File: src/hdl/hrs_pkg.sv
package hrs_pkg;

    // clock rate and pin timing
    localparam int CLK_MHZ = 10;
    localparam int T_RST_NS = 65;
    localparam int RST_CYC_RAW = (T_RST_NS * CLK_MHZ + 999) / 1000;
    localparam logic [3:0] RST_CYC = 4'((RST_CYC_RAW < 1) ? 1 : RST_CYC_RAW);

    // serial stream geometry
    localparam int ADDR_W = 17;
    localparam int DATA_W = 8;
    localparam int KEY_BITS = 64;
    localparam int NUM_CLK_REGS = 8;
    localparam logic [5:0] LAST_BIT = 6'h3f;
    localparam logic [2:0] LAST_BIT_IN_BYTE = 3'h7;

    // apb register map, byte addresses
    localparam int APB_AW = 8;
    localparam logic [7:0] OFF_CTRL = 8'h00;
    localparam logic [7:0] OFF_STATUS = 8'h04;
    localparam logic [7:0] OFF_SCRATCH = 8'h08;
    localparam logic [7:0] OFF_KEY_LO = 8'h0c;
    localparam logic [7:0] OFF_KEY_HI = 8'h10;
    localparam logic [7:0] OFF_CLK_BASE = 8'h20;
    localparam logic [7:0] OFF_CLK_LAST = 8'h3c;

    // control register bits (write-only pulses)
    localparam int CTRL_GO_RD = 0;
    localparam int CTRL_GO_WR = 1;
    localparam int CTRL_RST_PULSE = 2;

    // status register bits
    localparam int ST_BUSY = 0;
    localparam int ST_DONE = 1;
    localparam int ST_ABORTED = 2;
    localparam int ST_MODE12 = 3;
    localparam int ST_PM20 = 4;
    localparam int ST_RST_IGN = 5;
    localparam int ST_OSC_STOP = 6;

    // clock register layout inside the stream
    localparam logic [2:0] IDX_HOURS = 3'h3;
    localparam logic [2:0] IDX_DAY = 3'h4;
    localparam int HOURS_MODE_BIT = 7;
    localparam int HOURS_PM_BIT = 5;
    localparam int DAY_RST_GATE_BIT = 4;
    localparam int DAY_OSC_BIT = 5;

    // reset values
    localparam logic [63:0] KEY_DEFAULT = 64'h5a3c_96e1_0f78_c3a5;
    localparam logic [16:0] SCRATCH_RST = 17'h00000;

    typedef enum logic [2:0] {
        ENG_IDLE = 3'b000,
        ENG_SETUP = 3'b001,
        ENG_STROBE = 3'b010,
        ENG_RECOV = 3'b011,
        ENG_FETCH = 3'b100,
        ENG_LOAD = 3'b101
    } hrs_eng_e;

    typedef enum logic [1:0] {
        PH_SYNC = 2'b00,
        PH_KEY = 2'b01,
        PH_XFER = 2'b10
    } hrs_phase_e;

    // pins toward the timekeeping memory socket
    typedef struct packed {
        logic ce_n;
        logic oe_n;
        logic we_n;
        logic rst_n;
        logic [16:0] byte_address_lines;
        logic [7:0] data_lines;
        logic data_lines_oe;
    } hrs_pins_s;

    typedef struct packed {
        hrs_eng_e st;
        hrs_phase_e phase;
        logic [5:0] bitcnt;
        logic rd_op;
        logic cyc_rd;
        logic [7:0] shift;
        logic done;
        logic aborted;
        logic [16:0] scratch;
        logic [63:0] key;
        logic [31:0] prdata;
        logic pslverr;
        logic mode12;
        logic pm20;
        logic rst_ign;
        logic osc_stop;
        logic [3:0] rst_cnt;
        hrs_pins_s pins;
    } hrs_state_s;

endpackage

File: src/hdl/hrs_byte_mem.sv
`timescale 1ns/1ps
module hrs_byte_mem (
    input wire logic clk_in,
    input wire logic en_in,
    input wire logic we_in,
    input wire logic [2:0] waddr_in,
    input wire logic [7:0] wdata_in,
    input wire logic [2:0] raddr_in,
    output logic [7:0] rdata_out
);
    logic [7:0] mem [0:hrs_pkg::NUM_CLK_REGS-1];

    always_ff @(posedge clk_in) begin
        if (en_in) begin
            if (we_in) begin
                mem[waddr_in] <= wdata_in;
            end
            rdata_out <= mem[raddr_in];
        end
    end
endmodule

File: src/hdl/hrs_host.sv
`timescale 1ns/1ps
// What this block does
// - unlock by 64 write cycles, one key bit each on data bit 0
// - a read to any address restarts key compare; host reads first
// - transfer walks all eight registers, bit 0 of reg 0 to bit 7 of reg 7
// - host writes each clock register as a whole 8-bit group
// - key writes also store to memory; use one scratch address
// - read cycle: chip enable low, write enable high, 17 address lines
// - write spans later strobe fall to earlier rise, address held stable
module hrs_host (
    input wire logic mclk_in,
    input wire logic srst_in,
    input wire logic clk_en_in,
    input wire logic psel_in,
    input wire logic penable_in,
    input wire logic pwrite_in,
    input wire logic [7:0] paddr_in,
    input wire logic [31:0] pwdata_in,
    output logic [31:0] prdata_out,
    output logic pready_out,
    output logic pslverr_out,
    output hrs_pkg::hrs_pins_s pins_out,
    input wire logic [7:0] data_lines_in
);
    hrs_pkg::hrs_state_s state_reg;
    hrs_pkg::hrs_state_s state_next;
    logic mem_we;
    logic [2:0] mem_waddr;
    logic [7:0] mem_wdata;
    logic [2:0] mem_raddr;
    logic [7:0] mem_rdata;
    logic apb_setup;
    logic apb_acc;
    logic abort_req;
    logic [31:0] status_word;

    function automatic logic is_clk_addr(input logic [7:0] a);
        is_clk_addr = (a >= hrs_pkg::OFF_CLK_BASE) && (a <= hrs_pkg::OFF_CLK_LAST)
            && (a[1:0] == 2'b00);
    endfunction

    function automatic logic [2:0] clk_idx(input logic [7:0] a);
        clk_idx = a[4:2];
    endfunction

    // mirror the mode and control bits of a clock byte as it passes by
    function automatic hrs_pkg::hrs_state_s note_byte(input hrs_pkg::hrs_state_s x,
                                                     input logic [2:0] idx,
                                                     input logic [7:0] b);
        note_byte = x;
        if (idx == hrs_pkg::IDX_HOURS) begin
            note_byte.mode12 = b[hrs_pkg::HOURS_MODE_BIT];
            note_byte.pm20 = b[hrs_pkg::HOURS_PM_BIT];
        end
        if (idx == hrs_pkg::IDX_DAY) begin
            note_byte.rst_ign = b[hrs_pkg::DAY_RST_GATE_BIT];
            note_byte.osc_stop = b[hrs_pkg::DAY_OSC_BIT];
        end
    endfunction

    hrs_byte_mem u_mem (
        .clk_in(mclk_in),
        .en_in(clk_en_in),
        .we_in(mem_we),
        .waddr_in(mem_waddr),
        .wdata_in(mem_wdata),
        .raddr_in(mem_raddr),
        .rdata_out(mem_rdata)
    );

    always_comb begin
        status_word = 32'h0000_0000;
        status_word[hrs_pkg::ST_BUSY] = (state_reg.st != hrs_pkg::ENG_IDLE);
        status_word[hrs_pkg::ST_DONE] = state_reg.done;
        status_word[hrs_pkg::ST_ABORTED] = state_reg.aborted;
        status_word[hrs_pkg::ST_MODE12] = state_reg.mode12;
        status_word[hrs_pkg::ST_PM20] = state_reg.pm20;
        status_word[hrs_pkg::ST_RST_IGN] = state_reg.rst_ign;
        status_word[hrs_pkg::ST_OSC_STOP] = state_reg.osc_stop;
    end

    always_comb begin
        state_next = state_reg;
        apb_setup = psel_in & ~penable_in;
        apb_acc = psel_in & penable_in;
        abort_req = 1'b0;
        mem_we = 1'b0;
        mem_waddr = state_reg.bitcnt[5:3];
        mem_wdata = state_reg.shift;
        mem_raddr = state_reg.bitcnt[5:3];

        // read data is prepared in the setup cycle so the access phase is one cycle
        if (apb_setup) begin
            state_next.prdata = 32'h0000_0000;
            state_next.pslverr = 1'b0;
            if (paddr_in == hrs_pkg::OFF_CTRL) begin
                state_next.prdata = 32'h0000_0000;
            end else if (paddr_in == hrs_pkg::OFF_STATUS) begin
                state_next.prdata = status_word;
            end else if (paddr_in == hrs_pkg::OFF_SCRATCH) begin
                state_next.prdata = {15'h0000, state_reg.scratch};
            end else if (paddr_in == hrs_pkg::OFF_KEY_LO) begin
                state_next.prdata = state_reg.key[31:0];
            end else if (paddr_in == hrs_pkg::OFF_KEY_HI) begin
                state_next.prdata = state_reg.key[63:32];
            end else if (is_clk_addr(paddr_in)) begin
                mem_raddr = clk_idx(paddr_in);
            end else begin
                state_next.pslverr = 1'b1;
            end
        end

        if (apb_acc && pwrite_in) begin
            if (paddr_in == hrs_pkg::OFF_CTRL) begin
                if (pwdata_in[hrs_pkg::CTRL_RST_PULSE] && state_reg.rst_cnt == 4'h0) begin
                    state_next.rst_cnt = hrs_pkg::RST_CYC;
                    abort_req = ~state_reg.rst_ign;
                end
                if (state_reg.st == hrs_pkg::ENG_IDLE &&
                    (pwdata_in[hrs_pkg::CTRL_GO_RD] || pwdata_in[hrs_pkg::CTRL_GO_WR])) begin
                    // read wins when both are set; the opening read re-arms compare
                    state_next.rd_op = pwdata_in[hrs_pkg::CTRL_GO_RD];
                    state_next.phase = hrs_pkg::PH_SYNC;
                    state_next.cyc_rd = 1'b1;
                    state_next.bitcnt = 6'h00;
                    state_next.done = 1'b0;
                    state_next.aborted = 1'b0;
                    state_next.st = hrs_pkg::ENG_SETUP;
                end
            end else if (state_reg.st == hrs_pkg::ENG_IDLE) begin
                // settings and clock bytes are frozen while a stream runs
                if (paddr_in == hrs_pkg::OFF_SCRATCH) begin
                    state_next.scratch = pwdata_in[16:0];
                end else if (paddr_in == hrs_pkg::OFF_KEY_LO) begin
                    state_next.key[31:0] = pwdata_in;
                end else if (paddr_in == hrs_pkg::OFF_KEY_HI) begin
                    state_next.key[63:32] = pwdata_in;
                end else if (is_clk_addr(paddr_in)) begin
                    mem_we = 1'b1;
                    mem_waddr = clk_idx(paddr_in);
                    mem_wdata = pwdata_in[7:0];
                    state_next = note_byte(state_next, clk_idx(paddr_in), pwdata_in[7:0]);
                end
            end
        end

        case (state_reg.st)
            hrs_pkg::ENG_IDLE: begin
            end
            hrs_pkg::ENG_SETUP: begin
                state_next.st = hrs_pkg::ENG_STROBE;
            end
            hrs_pkg::ENG_STROBE: begin
                if (state_reg.cyc_rd && state_reg.phase == hrs_pkg::PH_XFER) begin
                    // bits arrive lsb first
                    state_next.shift = {data_lines_in[0], state_reg.shift[7:1]};
                end
                state_next.st = hrs_pkg::ENG_RECOV;
            end
            hrs_pkg::ENG_RECOV: begin
                state_next.st = hrs_pkg::ENG_SETUP;
                if (state_reg.phase == hrs_pkg::PH_SYNC) begin
                    state_next.phase = hrs_pkg::PH_KEY;
                    state_next.bitcnt = 6'h00;
                    state_next.cyc_rd = 1'b0;
                end else if (state_reg.phase == hrs_pkg::PH_KEY) begin
                    if (state_reg.bitcnt == hrs_pkg::LAST_BIT) begin
                        state_next.phase = hrs_pkg::PH_XFER;
                        state_next.bitcnt = 6'h00;
                        state_next.cyc_rd = state_reg.rd_op;
                        if (!state_reg.rd_op) begin
                            state_next.st = hrs_pkg::ENG_FETCH;
                        end
                    end else begin
                        state_next.bitcnt = state_reg.bitcnt + 6'h01;
                    end
                end else begin
                    if (state_reg.rd_op && state_reg.bitcnt[2:0] == hrs_pkg::LAST_BIT_IN_BYTE) begin
                        mem_we = 1'b1;
                        mem_waddr = state_reg.bitcnt[5:3];
                        mem_wdata = state_reg.shift;
                        state_next = note_byte(state_next, state_reg.bitcnt[5:3],
                                               state_reg.shift);
                    end
                    if (!state_reg.rd_op) begin
                        state_next.shift = {1'b0, state_reg.shift[7:1]};
                    end
                    if (state_reg.bitcnt == hrs_pkg::LAST_BIT) begin
                        // the device relocks on its own after the last bit
                        state_next.st = hrs_pkg::ENG_IDLE;
                        state_next.done = 1'b1;
                    end else begin
                        state_next.bitcnt = state_reg.bitcnt + 6'h01;
                        if (!state_reg.rd_op &&
                            state_reg.bitcnt[2:0] == hrs_pkg::LAST_BIT_IN_BYTE) begin
                            state_next.st = hrs_pkg::ENG_FETCH;
                        end
                    end
                end
            end
            hrs_pkg::ENG_FETCH: begin
                // the bus owns the read port during its setup cycle
                if (!apb_setup) begin
                    state_next.st = hrs_pkg::ENG_LOAD;
                end
            end
            hrs_pkg::ENG_LOAD: begin
                state_next.shift = mem_rdata;
                state_next = note_byte(state_next, state_reg.bitcnt[5:3], mem_rdata);
                state_next.st = hrs_pkg::ENG_SETUP;
            end
            default: begin
                state_next.st = hrs_pkg::ENG_IDLE;
            end
        endcase

        if (state_reg.rst_cnt != 4'h0) begin
            state_next.rst_cnt = state_reg.rst_cnt - 4'h1;
        end

        // a reset pulse that the device honours kills its transfer, so stop ours
        if (abort_req && state_reg.st != hrs_pkg::ENG_IDLE) begin
            state_next.st = hrs_pkg::ENG_IDLE;
            state_next.aborted = 1'b1;
        end

        // only selected cycles are issued, so nothing interleaves with the stream
        state_next.pins.ce_n = (state_next.st != hrs_pkg::ENG_STROBE);
        state_next.pins.oe_n = ~((state_next.st == hrs_pkg::ENG_STROBE) &
                                 state_next.cyc_rd);
        state_next.pins.we_n = ~((state_next.st == hrs_pkg::ENG_STROBE) &
                                 ~state_next.cyc_rd);
        state_next.pins.byte_address_lines = state_next.scratch;
        state_next.pins.data_lines_oe = ((state_next.st == hrs_pkg::ENG_STROBE) ||
                                         (state_next.st == hrs_pkg::ENG_RECOV)) &&
                                        ~state_next.cyc_rd;
        if (state_next.phase == hrs_pkg::PH_KEY) begin
            state_next.pins.data_lines = {7'h00, state_next.key[state_next.bitcnt]};
        end else begin
            state_next.pins.data_lines = {7'h00, state_next.shift[0]};
        end
        state_next.pins.rst_n = (state_next.rst_cnt == 4'h0);
    end

    always_ff @(posedge mclk_in) begin
        if (srst_in) begin
            state_reg <= '0;
            state_reg.st <= hrs_pkg::ENG_IDLE;
            state_reg.phase <= hrs_pkg::PH_SYNC;
            state_reg.key <= hrs_pkg::KEY_DEFAULT;
            state_reg.scratch <= hrs_pkg::SCRATCH_RST;
            state_reg.rst_ign <= 1'b1;
            state_reg.osc_stop <= 1'b1;
            state_reg.pins.ce_n <= 1'b1;
            state_reg.pins.oe_n <= 1'b1;
            state_reg.pins.we_n <= 1'b1;
            state_reg.pins.rst_n <= 1'b1;
        end else if (clk_en_in) begin
            state_reg <= state_next;
        end
    end

    // clock bytes come straight from the memory's output register
    always_comb begin
        if (is_clk_addr(paddr_in)) begin
            prdata_out = {24'h000000, mem_rdata};
        end else begin
            prdata_out = state_reg.prdata;
        end
    end

    assign pready_out = psel_in & penable_in;
    assign pslverr_out = psel_in & penable_in & state_reg.pslverr;
    assign pins_out = state_reg.pins;
endmodule

File: config.mk
export PLATFORM = sky130hd
export DESIGN_NAME = hrs_host
export DESIGN_NICKNAME = d
export VERILOG_FILES = /design/src/hdl/hrs_pkg.sv /design/src/hdl/hrs_byte_mem.sv /design/src/hdl/hrs_host.sv
export SDC_FILE = /design/constraint.sdc
export NUM_CORES = 1
export LEC_CHECK = 0
export BUFFER_PORTS_ARGS = -buffer_cell sky130_fd_sc_hd__buf_2
export CAP_MARGIN = 10
export CORE_MARGIN = 1
export CORE_UTILIZATION = 32
export CTS_CLUSTER_DIAMETER = 120
export CTS_CLUSTER_SIZE = 8
export DETAILED_ROUTE_END_ITERATION = 10
export GPL_TIMING_DRIVEN = 0
export PLACE_DENSITY = 0.47
export SLEW_MARGIN = 25
export SYNTH_ARGS = -nofsm -noshare
export SYNTH_HDL_FRONTEND = slang
export SYNTH_SLANG_ARGS = --single-unit
File: constraint.sdc
create_clock -name mclk_in -period 4.4 [get_ports mclk_in]
set_input_delay 0 -clock mclk_in [delete_from_list [all_inputs] [get_ports mclk_in]]
set_output_delay 0 -clock mclk_in [all_outputs]
set_load 0.005 [all_outputs]
Word level (Yosys, flattened, before mapping)
Memory sizes are Yosys's and may differ from the RTL's. A register that Yosys moved wholly into a read port is not among the register bits. Index checks and enable logic that the tools add are counted.

Bits in registers: 158. Bits in latches: 0. Word-level logic and storage cells: 202. Bits in writable memories: 64. Memories: 1. Input bits: 54. Output and inout port bits: 64. ROM bits: 0.

Memories: u_mem.mem (depth 8, bits a word 8, rd ports 1, clocked after memory_dff 1, write ports 1, line hrs_byte_mem.sv:11) `logic [7:0] mem [0:hrs_pkg::NUM_CLK_REGS-1];`.

Shifts and indexed selects: 0. Multiply operators: 0. Muxes and demuxes: 121. Bitwise operators: 10. Order comparisons: 3. Equal/unequal tests: 21. Reduce and logical (&&, ||, !) cells: 21. $add $sub $neg: 2. Divide/modulo/power cells: 0.

Operators with widths (number): $mux W175 (4); $mux W103 (5); $mux W162 (2); $pmux W154 S2 (1); $mux W32 (9); $mux W72 (4); $mux W135 (1); $mux W8 (15); $mux W118 (1); $mux W38 (3); $mux W71 (1); $mux W3 (20); $mux W33 (1); $mux W1 (30); $mux W30 (1); $mux W13 (2); $pmux W8 S3 (1); $mux W23 (1); $eq A3 B2 Y1 const B (6); $pmux W3 S6 (1); $mux W17 (1); $eq A8 B4 Y1 const B (2); $mux W2 (8); $eq A3 B3 Y1 const B (5); 29 further kinds (53).

Logic depth before layout (Yosys ltp)
Depth in word-level cells: 30. Depth in mapped cells: 14.

Hierarchy
Synthesis repeated with hierarchy kept, for this count alone.

Cell total of the unflattened synthesis: 1274. Area, all modules: 11678.7 µm².

Modules (own cells, without submodules): hrs_host (times used 1, cells an instance 1160, area an instance 8904.8 µm², sequential area each 3022.9 µm²); hrs_byte_mem (times used 1, cells an instance 114, area an instance 2773.9 µm², sequential area each 2162.1 µm²).

Least setup slack after synthesis
Ideal clock, no wire load.

Path type: register to register. From: register state_reg[164] in the netlist's numbering. To: register state_reg (netlist bit pins_out[1]). Stages on the path, launching flop included: 12. Arrival time: 2917 ps. Buffers on the path: 1. Data required time: 4278 ps. Slack: 1362 ps. Cell sequence: dfxtp_1 -> ha_1 -> nand3_1 -> or2_2 -> o21ai_0 -> a32o_1 -> buf_6 -> mux4_2 -> nor3b_1 -> a31oi_1 -> a211oi_1 -> o311a_1.

Word-level cells in the longest chain between the ends: 17.

RTL lines: start: declaration (line hrs_host.sv:25) `hrs_pkg::hrs_state_s state_reg;`; start signal: assignment (line hrs_host.sv:259) `state_reg <= state_next;`; $mux W72 (line hrs_host.sv:132) `if (paddr_in == hrs_pkg::OFF_SCRATCH) begin`; $mux W72 (line hrs_host.sv:130) `end else if (state_reg.st == hrs_pkg::ENG_IDLE) begin`; $mux W72 (line hrs_host.sv:114) `if (paddr_in == hrs_pkg::OFF_CTRL) begin`; $mux W72 (line hrs_host.sv:113) `if (apb_acc && pwrite_in) begin`; $mux W23 (line hrs_host.sv:132); $mux W175 (line hrs_host.sv:130); $mux W175 (line hrs_host.sv:114); $mux W175 (line hrs_host.sv:113); $mux W13 (line hrs_host.sv:114); $mux W175 (line hrs_host.sv:113); $mux W6 (line hrs_host.sv:188) `if (state_reg.bitcnt == hrs_pkg::LAST_BIT) begin`; $mux W11 (line hrs_host.sv:166) `end else if (state_reg.phase == hrs_pkg::PH_KEY) begin`; $mux W8 (line hrs_host.sv:162) `if (state_reg.phase == hrs_pkg::PH_SYNC) begin`; $mux W10 * (line hrs_host.sv:147) `case (state_reg.st)`; $bmux W1 S6 (line hrs_host.sv:238) `state_next.pins.data_lines = {7'h00, state_next.key[state_next.bitcnt]};`; $mux W1 (implied by the code) (line hrs_host.sv:238); $mux W1 * (line hrs_host.sv:237) `if (state_next.phase == hrs_pkg::PH_KEY) begin`.

Mark *: on every way between the ends. The rest lies on a longest branch, timed or not. The select of a mux whose other input is x is not followed. A chain may end at the register's enable or synchronous reset.

Worst setup path in the final report
Same ends and word-level chain as after synthesis.

==> metrics.csv <==
stage;metric;value;unit
run_status;outcome;complete, no violations;
critical_path;Worst Path Max Fanout;10;
clock_tree;maximum root-to-sink buffer count;3;
sta;worst hold slack;0.1198;ns
sta;# setup viols final;0;
sta;skew final;0.01326;ns
critical_path;FF-to-FF Start;state_reg[164]$_SDFFE_PP0P_;
critical_path;reg2reg setup slack;0.28;ns
sta;slew margin rel.;0.3290;
cells_and_area;Cell Count, Final, Fillers Out;1913;
cells_and_area;Filler Cells Inserted;3514;
clock_tree;Clock transition at path regs;0.06;ns
sta;TNS Setup;0;ns
critical_path;worst reg2reg path depth;12;
yosys;synth warn;0;
cells_and_area;max reg flops;128;
routing;WL final;42950;um
global_route;pin count of the biggest net entering global routing;17;
cells_and_area;# nets final;1504;
yosys;Post-synth ARST share;0;
cells_and_area;antenna cells;0;
sta;Slew @ Worst Pin;1.003;ns
clock_tree;Setup Buffers After CTS;0;
clock_tree;post-cts resize count;0;
yosys;cells after synthesis;1272;
run;max-cap violations;0;
sta;count of pins over their slew limit;0;
sta;max frequency;0.2427;GHz
routing;Routed WL per cell;22.45;um
floorplanning;die height;190.5;um
pwr;Pwr Density;353.0;nW/um^2
clock_tree;root buffer cell;clkbuf_16;
critical_path;Critical Path AT;4.64;ns
global_route;grt total ovfl;0;
floorplanning;die area;36300;sq um
yosys;Synth Flop Type;dfxtp_1;
floorplanning;Starting Density;0.3268;
yosys;Yosys cell types;71;
routing;Starting DRT DRC Count;705;
critical_path;CP startpoint;state_reg[164]$_SDFFE_PP0P_;
clock_tree;CTS buffer count;31;
global_route;vias in the first global route;9847;
min_path;WHS Path Cells;6;
critical_path;CP Capture Type;flop;
sta;fin crit share;0.9363;
pwr;peak supply drop;0.3058;mV
critical_path;Data required, critical path;4.92;ns
clock_tree;clk sink count;223;
yosys;syn_area_per_cell;8.941;sq um
global_route;GRT Util Overall;0.2348;
floorplanning;Ports;118;
cells_and_area;area delta synth->final;20.47;%
clock_tree;H-tree Lvls;1;
clock_tree;Clk Latency, worst-skew pair;0.58;ns
global_route;antenna violations before repair;0;
routing;DRC Markers;0;
critical_path;end of the critical path;pins_out[1]$_SDFFE_PP0P_;
critical_path;Worst Setup Path Type;flop to flop;
global_route;first-pass GRT wire length;63580;um
floorplanning;Chip Width;190.5;um
critical_path;CP Launch Type;flop;
placed_design;I/O Buffers;101;
routing;Initial DRT Pass Iterations;5;
pwr;leak pwr;5.314;nW
placed_design;Final HPWL DP;30900;um
yosys;Yosys reg bits;223;
routing;vias per cell;5.424;
floorplanning;CORE AREA;34800;sq um
sta;Hold Violations, Final;0;
min_path;Hold Crit Class;input pin to flop;
yosys;post-synthesis sequential area ratio;0.4559;
routing;via count;10380;
critical_path;RR Endpoint;pins_out[1]$_SDFFE_PP0P_;
cells_and_area;most frequent cells in the layout;nand2_1, dfxtp_1, nor2_1;
cells_and_area;commonest non-fill, non-tap cell in the layout;nand2_1;
clock_tree;TritonCTS clock tree;done;
placed_design;GP Congestion;0.9164;
yosys;Post-synth EDFFs;72;
placed_design;dpl cells;1834;
floorplanning;# rows;68;
clock_tree;cts hold-fix bufs;35;
yosys;Post-Syn Area;11370;sq um
sta;min cycle time layout;4.120;ns
sta;RSZ-0062 raised after global routing;false;
routing;post-route ant nets;0;
cells_and_area;layout cells sized above 1;0.1722;
-- power by group --
| part | switching (W) | internal, W |
|---|---|---|
| Clock | 0.000920 | 0.00127 |
| Sequential | 0.0000273 | 0.00215 |
| Combinational | 0.000293 | 0.000181 |
-- per-stage QoR --
step	worst slack [ns]	area (sq um)	utilization	total power (W)
after floorplan	1.362	11400	-	0.002474
after global placement	0.1612	12470	0.3584	0.002657
after detailed placement	0.3488	12490	0.3591	0.002659
after CTS	0.3277	13690	0.3933	0.004868
after global routing	0.03618	13700	0.3938	0.004994
final	0.2801	13700	0.3938	0.004837
-- layer usage --
metal  up-vias  global-route usage  wire [um]
met5         -                   0          0
met3        71             0.03975       2924
li1       4840                   -          -
met2       379              0.3488      18240
met4         0             0.07108       1151
met1      5087              0.3444      20630
-- cells in the mapped netlist, types with 2 or more instances --
| cell | instances | share of area |
|---|---|---|
| a211oi_1 | 23 | 0.015 |
| a311oi_1 | 2 | 0.0015 |
| nand2_1 | 267 | 0.088 |
| nor2b_1 | 8 | 0.0044 |
| a31oi_1 | 10 | 0.0055 |
| or2_2 | 2 | 0.0011 |
| and2_1 | 32 | 0.018 |
| buf_2 | 13 | 0.0057 |
| nand3b_1 | 3 | 0.0020 |
| or3_1 | 3 | 0.0017 |
| edfxtp_1 | 72 | 0.19 |
| a311o_1 | 2 | 0.0018 |
| o2111ai_1 | 5 | 0.0039 |
| o211ai_1 | 11 | 0.0073 |
| nor3_1 | 23 | 0.010 |
| mux2_2 | 25 | 0.025 |
| buf_1 | 7 | 0.0023 |
| buf_6 | 4 | 0.0040 |
| o21bai_1 | 3 | 0.0020 |
| buf_4 | 33 | 0.022 |
| a21oi_1 | 92 | 0.040 |
| o31ai_1 | 2 | 0.0013 |
| a22oi_1 | 31 | 0.020 |
| mux4_2 | 23 | 0.046 |
| nor2_1 | 126 | 0.042 |
| inv_1 | 15 | 0.0050 |
| nand3_1 | 45 | 0.020 |
| ha_1 | 3 | 0.0033 |
| o21ai_0 | 32 | 0.014 |
| o32ai_1 | 3 | 0.0023 |
| and3_1 | 6 | 0.0033 |
| nand2b_1 | 2 | 0.0011 |
| o22ai_1 | 3 | 0.0017 |
| mux2i_1 | 58 | 0.051 |
| a2111oi_0 | 2 | 0.0015 |
| a32oi_1 | 3 | 0.0023 |
| a221oi_1 | 20 | 0.015 |
| clkbuf_1 | 68 | 0.022 |
| nor4_1 | 4 | 0.0022 |
| a21boi_0 | 2 | 0.0013 |
| nor3b_1 | 3 | 0.0020 |
| a21o_1 | 2 | 0.0013 |
| dfxtp_1 | 151 | 0.27 |
-- cell type report --
type / count / area, sq um / share of cell area
clock inverters: 1 / 20.02 / 0.001461
clock buffers: 43 / 820.8 / 0.05990
well taps: 455 / 569.3 / 0.04155
plain buffers: 125 / 639.4 / 0.04666
repair buffers: 136 / 855.8 / 0.06246
flip-flops and latches: 223 / 5185 / 0.3784
multi-input cells: 914 / 5552 / 0.4052
inverters: 16 / 60.06 / 0.004383
-- how the worst min path moves through the flow --
stage | start | end
2_1_floorplan | clk_en_in | u_mem.rdata_out[0]$_DFFE_PP_
3_3_place_gp | pwdata_in[20] | state_reg[123]$_SDFFE_PP1P_
3_5_place_dp | pwdata_in[25] | state_reg[128]$_SDFFE_PP1P_
4_1_cts | penable_in | state_reg[46]$_SDFFE_PP0P_
5_1_grt | paddr_in[4] | state_reg[36]$_SDFFE_PP0P_
6_report | paddr_in[4] | state_reg[36]$_SDFFE_PP0P_
-- worst max-delay path, cell delays in order, from the launching register on --
cell and delay, ns:
dfxtp_1 0.52, ha_1 0.32, nand3_1 0.16, or2_2 0.37
o21ai_0 0.48, a32o_1 0.32, buf_6 0.19, clkbuf_1 0.49
mux4_2 0.41, mux2i_1 0.15, mux2i_1 0.13, a211oi_1 0.31
o311a_1 0.21
-- kinds of logic after synthesis --
kind of cell | count (synthesis) | synth area share
AND/OR/NAND/NOR | 534 | 0.2045
buffers and inverters | 141 | 0.06150
adder cells (fa/ha/maj) | 3 | 0.003301
multiplexers | 106 | 0.1213
XOR/XNOR | 1 | 0.0007702
other | 1 | 0.0003297
AO/OA/AOI/OAI | 263 | 0.1524
flip-flops | 223 | 0.4559
No activity file was read; power rests on OpenSTA's default activity.
